===== src/rtl/rso_pkg.sv =====
// Constants and carrier types for the resampler / output / overrange block.
// Assumes one 40 MHz modulator clock domain and a byte-wide register port.
package rso_pkg;

  // Register offsets and reset values
  localparam logic [8:0] ADDR_CODING = 9'h014;
  localparam logic [8:0] ADDR_CLKCTL = 9'h016;
  localparam logic [8:0] ADDR_RATIO  = 9'h101;
  localparam logic [8:0] ADDR_RANGE  = 9'h111;
  localparam logic [7:0] RST_CODING  = 8'h00;
  localparam logic [7:0] RST_CLKCTL  = 8'h00;
  localparam logic [7:0] RST_RATIO   = 8'h00;
  localparam logic [7:0] RST_RANGE   = 8'h00;

  // Field positions
  localparam int SWING_BIT   = 7;
  localparam int EDGE_BIT    = 7;
  localparam int SELF_RESET_ENABLE_BIT = 7;
  localparam int MODE_BIT    = 6;
  localparam int POL_BIT     = 0;

  // Output word codings
  localparam logic [1:0] CODE_OFFSET = 2'h0;
  localparam logic [1:0] CODE_TWOS   = 2'h1;
  localparam logic [1:0] CODE_GRAY   = 2'h2;

  // Resampler: ratio codes count half steps of the modulator clock
  localparam logic [5:0] RATIO_MIN_CODE   = 6'h08;
  localparam logic [6:0] ACC_STEP         = 7'h02;
  localparam int         OUT_RATE_MIN_MSPS = 20;
  localparam int         OUT_RATE_MAX_MSPS = 168;

  // Upsampling FIR taps 0..6 of the nonzero odd-phase set, mirrored
  localparam logic [6:0][15:0] FIR1_C = {16'h4FD1, 16'hE97F, 16'h0992, 16'hFC07,
                                         16'h0169, 16'hFF9F, 16'h000F};
  localparam logic [3:0][15:0] FIR2_C = {16'h1340, 16'hFBF8, 16'h00E3, 16'hFFE5};
  // Centre taps 32768 and 8192 are unity after these shifts
  localparam int FIR1_SHIFT = 15;
  localparam int FIR2_SHIFT = 13;

  // Overrange
  localparam logic [15:0] FULL_SCALE     = 16'h7FFF;
  localparam int          TRIP_LSB_SHIFT = 9;
  localparam logic [4:0]  ANALOG_PERSIST = 5'h10;

  // Timing
  localparam int         CLK_PERIOD_NS = 25;
  localparam int         AUTO_RST_NS   = 1000;
  localparam logic [5:0] AUTO_RST_CYC  =
    6'((AUTO_RST_NS + CLK_PERIOD_NS - 1) / CLK_PERIOD_NS);

  localparam int SAMPLE_W   = 16;
  localparam int FIFO_DEPTH = 16;

  typedef struct packed {
    logic       wr;
    logic       rd;
    logic [8:0] addr;
    logic [7:0] wdata;
  } rso_reg_req_t;

  typedef struct packed {
    logic [15:0] data;
    logic        data_clock_out;
    logic        flag;
  } rso_out_t;

  typedef enum logic [1:0] {
    AR_IDLE = 2'b01,
    AR_BUSY = 2'b10
  } rso_ar_state_t;

endpackage


===== src/rtl/rso_fifo.sv =====
// Sample FIFO with a registered read port.
// Assumes writer and reader share clk_sys.
`timescale 1ns/100ps
`default_nettype none
module rso_fifo #(
  parameter int W     = 16,
  parameter int DEPTH = 16
) (
  // Clock and reset
  input  wire logic         clk_sys,
  input  wire logic         nrst,
  // Fill side
  input  wire logic         in_valid,
  input  wire logic [W-1:0] in_data,
  output logic              in_ready,
  // Drain side
  output logic              out_valid,
  output logic [W-1:0]      out_data,
  input  wire logic         out_ready
);
  localparam int AW = $clog2(DEPTH);

  typedef struct packed {
    logic [DEPTH-1:0][W-1:0] mem;
    logic [AW-1:0]           wp;
    logic [AW-1:0]           rp;
    logic [AW:0]             cnt;
    logic                    ov;
    logic [W-1:0]            od;
  } rso_fifo_st_t;

  rso_fifo_st_t s;
  rso_fifo_st_t n;
  logic         push;
  logic         load;

  assign in_ready  = s.cnt < (AW + 1)'(DEPTH);
  assign out_valid = s.ov;
  assign out_data  = s.od;

  always_comb begin
    n    = s;
    push = in_valid && in_ready;
    load = (s.cnt != '0) && (!s.ov || out_ready);
    if (push) begin
      n.mem[s.wp] = in_data;
      n.wp        = s.wp + AW'(1);
    end
    if (load) begin
      n.od = s.mem[s.rp];
      n.ov = 1'b1;
      n.rp = s.rp + AW'(1);
    end else if (out_ready) begin
      n.ov = 1'b0;
    end
    n.cnt = s.cnt + (AW + 1)'(push) - (AW + 1)'(load);
  end

  always_ff @(posedge clk_sys or negedge nrst) begin
    if (!nrst) begin
      s <= '0;
    end else begin
      s <= n;
    end
  end
endmodule
`default_nettype wire


===== src/rtl/rso_top.sv =====
// Resampler, output formatter and overrange logic of the converter back end.
// Assumes decimated 16-bit samples arrive on clk_sys (the modulator clock);
// trip and calibration levels arrive asynchronously from the analog side.
`timescale 1ns/100ps
`default_nettype none
module rso_top (
  // Clock and reset
  input  wire logic                  clk_sys,
  input  wire logic                  nrst,
  // Register port
  input  wire rso_pkg::rso_reg_req_t reg_req,
  output logic [7:0]                 reg_rdata,
  // Decimated sample stream
  input  wire logic                  in_valid,
  input  wire logic [15:0]           in_data,
  output logic                       in_ready,
  // Analog side levels
  input  wire logic                  analog_trip_pin,
  input  wire logic                  cal_active_pin,
  // Output pins
  output rso_pkg::rso_out_t          out_pins,
  output logic                       swing_low,
  output logic                       mod_reset
);

  typedef struct packed {
    logic [7:0]              coding;
    logic [7:0]              clkctl;
    logic [7:0]              ratio;
    logic [7:0]              range;
    logic [7:0]              rdata;
    logic [1:0]              sync1;
    logic [1:0]              sync2;
    logic [6:0]              acc;
    logic [4:0]              since;
    logic [1:0]              sub;
    logic [13:0][15:0]       d1;
    logic [7:0][15:0]        d2;
    logic [15:0]             dout;
    logic                    data_clock_out;
    logic                    flag;
    logic [4:0]              atrip_cnt;
    logic [5:0]              rst_cnt;
    logic                    mod_rst;
    rso_pkg::rso_ar_state_t  ar;
  } rso_state_t;

  rso_state_t  s;
  rso_state_t  n;
  logic        fifo_ov;
  logic [15:0] fifo_od;
  logic        fifo_take;
  logic        strobe;
  logic        start_rst;
  logic        dig_trip;
  logic        flag_val;
  logic [5:0]  eff;
  logic [6:0]  acc_sum;
  logic [16:0] s1;
  logic [16:0] s2;
  logic [16:0] mag;
  logic [15:0] lvl;
  logic [15:0] ob_w;

  ////////////////////////////////////////////////////////////////////////
  // Arithmetic helpers

  function automatic logic [16:0] sat16(input logic signed [35:0] v);
    if (v > 36'sh0_0000_7FFF) begin
      return {1'b1, 16'h7FFF};
    end else if (v < 36'shF_FFFF_8000) begin
      return {1'b1, 16'h8000};
    end
    return {1'b0, v[15:0]};
  endfunction

  function automatic logic [16:0] fir1(input logic [13:0][15:0] x);
    logic signed [35:0] a;
    a = '0;
    for (int i = 0; i < 7; i++) begin
      a = a + 36'(signed'(rso_pkg::FIR1_C[i]))
            * (36'(signed'(x[i])) + 36'(signed'(x[13-i])));
    end
    return sat16(a >>> rso_pkg::FIR1_SHIFT);
  endfunction

  function automatic logic [16:0] fir2(input logic [7:0][15:0] x);
    logic signed [35:0] a;
    a = '0;
    for (int i = 0; i < 4; i++) begin
      a = a + 36'(signed'(rso_pkg::FIR2_C[i]))
            * (36'(signed'(x[i])) + 36'(signed'(x[7-i])));
    end
    return sat16(a >>> rso_pkg::FIR2_SHIFT);
  endfunction

  function automatic logic [15:0] encode(input logic [15:0] ob, input logic [1:0] c);
    case (c)
      rso_pkg::CODE_TWOS: return {~ob[15], ob[14:0]};
      rso_pkg::CODE_GRAY: return ob ^ (ob >> 1);
      default:            return ob;
    endcase
  endfunction

  ////////////////////////////////////////////////////////////////////////
  // Input buffer

  rso_fifo #(
    .W     (rso_pkg::SAMPLE_W),
    .DEPTH (rso_pkg::FIFO_DEPTH)
  ) u_fifo (
    .clk_sys   (clk_sys),
    .nrst      (nrst),
    .in_valid  (in_valid),
    .in_data   (in_data),
    .in_ready  (in_ready),
    .out_valid (fifo_ov),
    .out_data  (fifo_od),
    .out_ready (fifo_take)
  );

  ////////////////////////////////////////////////////////////////////////
  // Next state

  always_comb begin
    n         = s;
    n.sync1   = {cal_active_pin, analog_trip_pin};
    n.sync2   = s.sync1;
    n.mod_rst = 1'b0;

    // Register writes and registered read data
    if (reg_req.wr) begin
      case (reg_req.addr)
        rso_pkg::ADDR_CODING: n.coding = reg_req.wdata;
        rso_pkg::ADDR_CLKCTL: n.clkctl = reg_req.wdata;
        rso_pkg::ADDR_RATIO:  n.ratio  = reg_req.wdata;
        rso_pkg::ADDR_RANGE:  n.range  = reg_req.wdata;
        default:              n.ratio  = s.ratio;
      endcase
    end
    if (reg_req.rd) begin
      case (reg_req.addr)
        rso_pkg::ADDR_CODING: n.rdata = s.coding;
        rso_pkg::ADDR_CLKCTL: n.rdata = s.clkctl;
        rso_pkg::ADDR_RATIO:  n.rdata = s.ratio;
        rso_pkg::ADDR_RANGE:  n.rdata = s.range;
        default:              n.rdata = 8'h00;
      endcase
    end

    // Nonzero codes below the minimum all mean a ratio of four
    eff     = (s.ratio[5:0] <= rso_pkg::RATIO_MIN_CODE) ? rso_pkg::RATIO_MIN_CODE
                                                       : s.ratio[5:0];
    acc_sum = s.acc + rso_pkg::ACC_STEP;
    // One strobe per eff/2 clocks; odd codes alternate n and n+1 cycles
    strobe  = (s.ratio[5:0] != 6'h00) && (s.ar == rso_pkg::AR_IDLE)
              && (acc_sum >= {1'b0, eff});

    // Two halfband interpolators, even phase is the centre tap alone
    s1 = s.sub[1] ? fir1(s.d1) : {1'b0, s.d1[6]};
    s2 = s.sub[0] ? fir2(s.d2) : {1'b0, s.d2[3]};
    fifo_take = strobe && (s.sub == 2'h0);

    // Digital trip level is n/64 of full scale for nonzero n with the mode bit clear, else full scale
    lvl = (s.range[5:0] == 6'h00 || s.range[rso_pkg::MODE_BIT])
          ? rso_pkg::FULL_SCALE
          : {1'b0, s.range[5:0], 9'h000};
    mag = s2[15] ? 17'(~{1'b1, s2[15:0]}) + 17'h0_0001 : {1'b0, s2[15:0]};
    dig_trip = s2[16] || (mag > {1'b0, lvl});

    if (!s.range[rso_pkg::MODE_BIT]) begin
      flag_val = dig_trip;
    end else if (s.range[rso_pkg::POL_BIT]) begin
      flag_val = !(dig_trip || s.sync2[0] || s.sync2[1]);
    end else begin
      flag_val = dig_trip || s.sync2[0];
    end

    ob_w = {~s2[15], s2[14:0]};

    if (s.ratio[5:0] == 6'h00) begin
      // Resampler held in reset
      n.acc   = '0;
      n.sub   = '0;
      n.d1    = '0;
      n.d2    = '0;
      n.data_clock_out   = 1'b0;
      n.since = '0;
    end else if (strobe) begin
      n.acc = acc_sum - {1'b0, eff};
      n.sub = s.sub + 2'h1;
      if (fifo_take && fifo_ov) begin
        n.d1 = {s.d1[12:0], fifo_od};
      end
      if (!s.sub[0]) begin
        n.d2 = {s.d2[6:0], s1[15:0]};
      end
      n.dout  = encode(ob_w, s.coding[1:0]);
      n.data_clock_out   = 1'b0;
      n.since = '0;
      n.flag  = flag_val;
    end else if (s.ar == rso_pkg::AR_IDLE) begin
      n.acc   = acc_sum;
      n.since = s.since + 5'h01;
      if (n.since == {1'b0, eff[5:2]}) begin
        n.data_clock_out = 1'b1;
      end
    end

    // Consecutive analog trip cycles, saturating
    if (s.sync2[0]) begin
      n.atrip_cnt = (s.atrip_cnt == rso_pkg::ANALOG_PERSIST) ? s.atrip_cnt
                                                            : s.atrip_cnt + 5'h01;
    end else begin
      n.atrip_cnt = '0;
    end

    start_rst = s.range[rso_pkg::SELF_RESET_ENABLE_BIT] && (s.ar == rso_pkg::AR_IDLE)
                && ((strobe && dig_trip)
                    || (s.sync2[0] && s.atrip_cnt == rso_pkg::ANALOG_PERSIST - 5'h01));

    // Self reset sequencer
    case (s.ar)
      rso_pkg::AR_IDLE: begin
        if (start_rst) begin
          n.ar      = rso_pkg::AR_BUSY;
          n.rst_cnt = rso_pkg::AUTO_RST_CYC - 6'h01;
          n.flag    = 1'b1;
          // Only the analog persistence path pulses the modulator reset
          n.mod_rst = s.sync2[0]
                      && (s.atrip_cnt == rso_pkg::ANALOG_PERSIST - 5'h01);
          n.acc     = '0;
          n.sub     = '0;
          n.d1      = '0;
          n.d2      = '0;
        end
      end
      rso_pkg::AR_BUSY: begin
        n.flag = 1'b1;
        if (s.rst_cnt == 6'h00) begin
          n.ar = rso_pkg::AR_IDLE;
        end else begin
          n.rst_cnt = s.rst_cnt - 6'h01;
        end
      end
      default: n.ar = rso_pkg::AR_IDLE;
    endcase
  end

  always_ff @(posedge clk_sys or negedge nrst) begin
    if (!nrst) begin
      s        <= '0;
      s.coding <= rso_pkg::RST_CODING;
      s.clkctl <= rso_pkg::RST_CLKCTL;
      s.ratio  <= rso_pkg::RST_RATIO;
      s.range  <= rso_pkg::RST_RANGE;
      s.ar     <= rso_pkg::AR_IDLE;
    end else begin
      s <= n;
    end
  end

  ////////////////////////////////////////////////////////////////////////
  // Outputs

  assign reg_rdata     = s.rdata;
  assign out_pins.data = s.dout;
  assign out_pins.data_clock_out  = s.data_clock_out ^ s.clkctl[rso_pkg::EDGE_BIT];
  assign out_pins.flag = s.flag;
  assign swing_low     = s.coding[rso_pkg::SWING_BIT];
  assign mod_reset     = s.mod_rst;
endmodule
`default_nettype wire


===== config.mk =====
export PLATFORM = sky130hd
export DESIGN_NAME = rso_top
export DESIGN_NICKNAME = d
export VERILOG_FILES = /design/src/rtl/rso_pkg.sv /design/src/rtl/rso_fifo.sv /design/src/rtl/rso_top.sv
export SDC_FILE = /design/constraint.sdc
export NUM_CORES = 2
export LEC_CHECK = 0
export ABC_AREA = 1
export BUFFER_PORTS_ARGS = -buffer_cell sky130_fd_sc_hd__buf_2
export CORE_MARGIN = 2
export CORE_UTILIZATION = 50
export DETAILED_ROUTE_END_ITERATION = 8
export PLACE_DENSITY = 0.7
export SYNTH_ARGS = -nofsm -noshare
export SYNTH_HDL_FRONTEND = slang
export SYNTH_SLANG_ARGS = --single-unit

===== constraint.sdc =====
create_clock -name clk_sys -period 38.6 [get_ports clk_sys]
set_input_delay 1.93 -clock clk_sys [delete_from_list [all_inputs] [get_ports clk_sys]]
set_output_delay 1.93 -clock clk_sys [all_outputs]
set_load 0.005 [all_outputs]

# [Word-level counts from Yosys, hierarchy flattened]
# Index checks and enable logic that the tools add are counted.
[totals] output_inout_bits=29 reg_bits=728 inputBits=40 elab_cells=222
[op_classes] addsub=31 eq_ne=15 order_cmp=11 mux=52 n_reduce_logical=37 mul=11 bitwise=5
[ops] operator="$mux 354" n=2
[ops] operator="$mux 370" n=1
[ops] operator="$mux 366" n=1
[ops] operator="$bwmux 256" n=1
[ops] operator="$mux 224" n=1
[ops] operator="$add 16x16->17" n=11
[ops] operator="$mux 128" n=1
[ops] operator="$mux 16" n=6
[ops] operator="$mux 17" n=5
[ops] operator="$bmux 16 s4" n=1
[ops] operator="$demux 16 s4" n=1
[ops] operator="$mul 9x17->26 const A" n=2
[ops] operator="$mul 8x17->25 const A" n=2
[ops] operator="$gt 19x16->1 const B" n=2
[ops] operator="$lt 19x16->1 const B" n=2
[ops] operator="$add 32x33->34" n=1
[ops] operator="$mul 16x17->33 const A" n=1
[ops] operator="$add 30x31->32" n=1
[ops] operator="$add 31x31->32" n=1
[ops] operator="$pmux 16 s2" n=1
[ops] operator="$pmux 8 s4" n=1
[ops] operator="$add 29x30->31" n=1
[ops] operator="$mul 14x17->31 const A" n=1
[ops] operator="$add 27x29->30" n=1
[ops] operator="58 further kinds" n=114

# [Logic depth before layout (Yosys ltp)]
[logic_depth] ltp_word=24 depth_mapped=85 depth_no_buf=85

# [Cells and area by module]
# Synthesis repeated with hierarchy kept, for this count alone.
[unflattened] hier_cells=9246 hier_area_um2=81637.0
[by_module_without_submodules] mod="rso_top" area_each_um2=67707.4 seq_area_each_um2=11061.9 instances=1 cells_each=7431
[by_module_without_submodules] mod="rso_fifo" area_each_um2=13929.6 seq_area_each_um2=7156.9 instances=1 cells_each=1815

# [Worst setup path before layout]
# No wires, ideal clock.
[synth_timing] kind="reg2reg" from="reg s[64] in the netlist's numbering" to="reg s[198] in the netlist's numbering" setup_time_ns=0.087 synth_period_minus_slack_ns=13.465 slack_ns=25.135 required_ns=38.513 t_arrival_ns=13.377 path_stages_with_launch=74 path_cell_list="dfrtp_1 ha_1 inv_1 fa_1 o21ai_0 a21oi_1 o21ai_0 xor2_1 inv_1 nand2_1 nand2_1 o21ai_0 fa_1 fa_1 fa_1 ha_1 xor2_1 ha_1 [... 38 more ...] nor2_1 nand3_1 nor2_1 nand3_1 nand2_1 xor2_1 inv_1 ha_1 nand2_1 nor4_1 a32oi_1 nor3_1 nand2_2 a31oi_4 nand2_4 buf_6 buf_6 a211oi_2"
[synth_rtl] element="from (decl)" line="rso_top.sv:48" source="rso_state_t s;"
[synth_rtl] element="from (signal assigned)" line="rso_top.sv:259" source="s <= n;"

==> run summary <==
Die ar. - 0.163 mm^2
Final net count - 10900
Post-CTS Setup Inserts - 0
Critical path class - reg2reg
Clock skew - 0.0384 ns
Clock Pin Slew Worst Setup and Hold Paths - 0.07 ns
Sequential cell area - 0.0182 mm^2
Fin. Hold Viols - 0
Worst path buffer plus inverter count - 9
Tmin final - 16.99 ns
First-pass GRT wire length - 349000 um
Core box area - 0.159 mm^2
FILL cells - 14300
# DRC - 0
Antenna viol nets, final - 0
Fmax - 0.0588 GHz
# Max-Cap Violations - 0
Pleak - 45.6 nW
Number of port buffers - 68
Warnings from Yosys - 0
Setup crit end kind - flip-flop
Starting density of the core - 50.5%
DIE WIDTH - 404 um
Clk Latency, worst-skew pair - 0.69 ns
Cell taking the most area after synthesis - fa_1
Tcrit/Tclk final - 44.0%
Drt first-iter violations - 4707
Outcome - finished, final reports clean
Final TNS setup - 0 ns
Syn Inst Count - 8921
Site row count - 146
Peak supply drop - 0.0630 mV
Worst Tran Pin Value - 1.22 ns
Critical path launch point - s[112]
Yosys reg bits - 728
Slew Limit Fails - 0
CTS tree - yes
Min-delay worst type - reg2reg
Synth-to-Final Area Change - 6.31%
Netlist cell types - 60
Area contributors post-synth - fa_1 (25%), dfrtp_1 (23%), ha_1 (16%)
Largest net degree at the start of global routing - 196
Crit-path leading delay family - adder cells
Share of cells above drive strength 1 - 4.61%
Register area share after synthesis - 22.7%
Post-synth top area share - 25.1%
Clk sinks - 728
Critical Path Slowest Stage Cell - o21ai_0
Worst hold path startpoint - n[399]
Root buffer cell - clkbuf_16
Synth cell count leaders - inv_1 (1922), nand2_1 (1038), ha_1 (1007)
CP arrival - 17.56 ns
Mapped Area - 0.0801 mm^2
CP Max Fanout - 190
Top FF cell, synth - dfrtp_1
Crit-path max cell delay - 0.59 ns
Antenna violations before repair - 13
GRT Resource Usage Total - 27.4%
Max Root-Sink Buffers - 3
Routed WL - 218000 um
Count leader, synth - inv_1
PD cells - 33.3 mW/mm^2
Via count - 59300
Gp weighted congestion - 0.960
Post-synth EDFFs - 0
Final setup viols - 0
Synthesized area per cell - 8.98 um^2
Routed WL per cell - 19.8 um
Pre-antenna DRT Iters - 5
R2R Path Start - s[112]
Req. time, crit path - 39.17 ns
PostCTS Resize Cnt - 0
Total grt overflow - 0
Vias per std cell - 5.38
Startpoint Class - flip-flop
FFs w/ async S/R, synth - 100%
Post-DP HPWL - 177000 um
TritonCTS Buffers - 79
I/O Pins - 69
Max_slew headroom - 19.0%
RSZ-0062 raised after global routing - false
Die height - 404 um
Htree depth - 3
Multi-input gate area - 0.0534 mm^2
Hold buffers post-CTS - 0
Crit-path most repeated cell - nand2_1
Final Util - 53.7%
Vias in the first global route - 62100
Synth Net Count - 11000
## layer usage
| metal | track usage, % | vias up | part of all wire (%) |
|---|---|---|---|
| li1 | - | 27800 | - |
| met1 | 38.3 | 29500 | 44 |
| met2 | 43.9 | 1605 | 46 |
| met3 | 4.86 | 330 | 7.0 |
| met4 | 7.33 | 16 | 2.8 |
| met5 | 0 | - | 0.045 |
## logic make-up (layout without fill, tap and decap cells)
| logic type | count (synthesis) | in the layout | synth area share (%) |
|---|---|---|---|
| simple gates | 2024 | 2024 | 10.0 |
| buf+inv | 2213 | 2228 | 10.7 |
| compound gates | 1559 | 1559 | 11.5 |
| flops | 728 | 728 | 22.7 |
| xor+xnor | 386 | 386 | 4.22 |
| fa+ha+maj | 2011 | 2011 | 40.8 |
| other cells | 0 | 5 | 0 |
## flip-flops by register name (all words and copies together), names as in the netlist
signal / cells
s: 413
u_fifo.s: 269
out_pins: 17
u_fifo.out_data: 16
reg_rdata: 8
n: 2
mod_reset: 1
swing_low: 1
u_fifo.out_valid: 1
## final timing paths
check / end / slack (ns) / depth (start not counted)
min: s[399] / 0.36 / 0
min in group asynchronous: s[386] / 1.31 / 1
max in group asynchronous: s[306] / 33.37 / 5
min reg2reg: s[399] / 0.36 / 0
max reg2reg: s[193] / 21.61 / 71
max: s[193] / 21.61 / 71
## report_power, final
part	leakage, nW	internal, W	switching, W
Combinational	34.7	0.000348	0.000680
Clock	1.33	0.000461	0.000340
Sequential	9.57	0.000910	0.0000947
Total	45.6	0.00172	0.00112
## placed cells by master (no fill, tap or decap), types with 15 or more instances in the layout
| cell | synthesis | routed |
|---|---|---|
| a211oi_1 | 29 | 29 |
| a211oi_2 | 90 | 90 |
| a21o_1 | 15 | 15 |
| a21oi_1 | 749 | 749 |
| a22oi_1 | 20 | 20 |
| a31oi_1 | 27 | 27 |
| buf_2 | 20 | 67 |
| buf_4 | 27 | 74 |
| clkbuf_1 | 194 | 15 |
| clkbuf_16 | 0 | 80 |
| clkbuf_8 | 0 | 15 |
| clkinv_2 | 0 | 16 |
| dfrtp_1 | 727 | 725 |
| fa_1 | 1004 | 1004 |
| ha_1 | 1007 | 1007 |
| inv_1 | 1922 | 1919 |
| nand2_1 | 1038 | 1037 |
| nand3_1 | 138 | 137 |
| nand4_1 | 26 | 26 |
| nor2_1 | 736 | 726 |
| nor3_1 | 41 | 41 |
| o2111ai_1 | 25 | 25 |
| o211ai_1 | 15 | 15 |
| o21ai_0 | 447 | 447 |
| o21bai_1 | 68 | 68 |
| xnor2_1 | 85 | 85 |
| xor2_1 | 301 | 299 |
## final cells by class
type	count	share of cell area (%)
antenna	5	0.0147
clock buffer	110	2.66
clock inverter	33	0.517
inverter	1940	8.55
multi-input combinational	5980	62.7
sequential	728	21.4
tap	2072	3.04
timing repair buffer	145	1.13
## per-stage QoR
step           area, um^2  setup WS, ns  instances  total power, W  hold WS [ns]
6_report            85200         21.61      11000         0.00283         0.356
5_1_grt             85200         19.87      11000         0.00302         0.369
4_1_cts             85200         21.56      11000         0.00284         0.358
3_5_place_dp        82500         21.66      10900         0.00202         0.336
3_3_place_gp        82500         21.92      10900         0.00200         0.337
2_1_floorplan       80100         25.14       8921         0.00172         0.331
(Power assumes the default switching activity.)
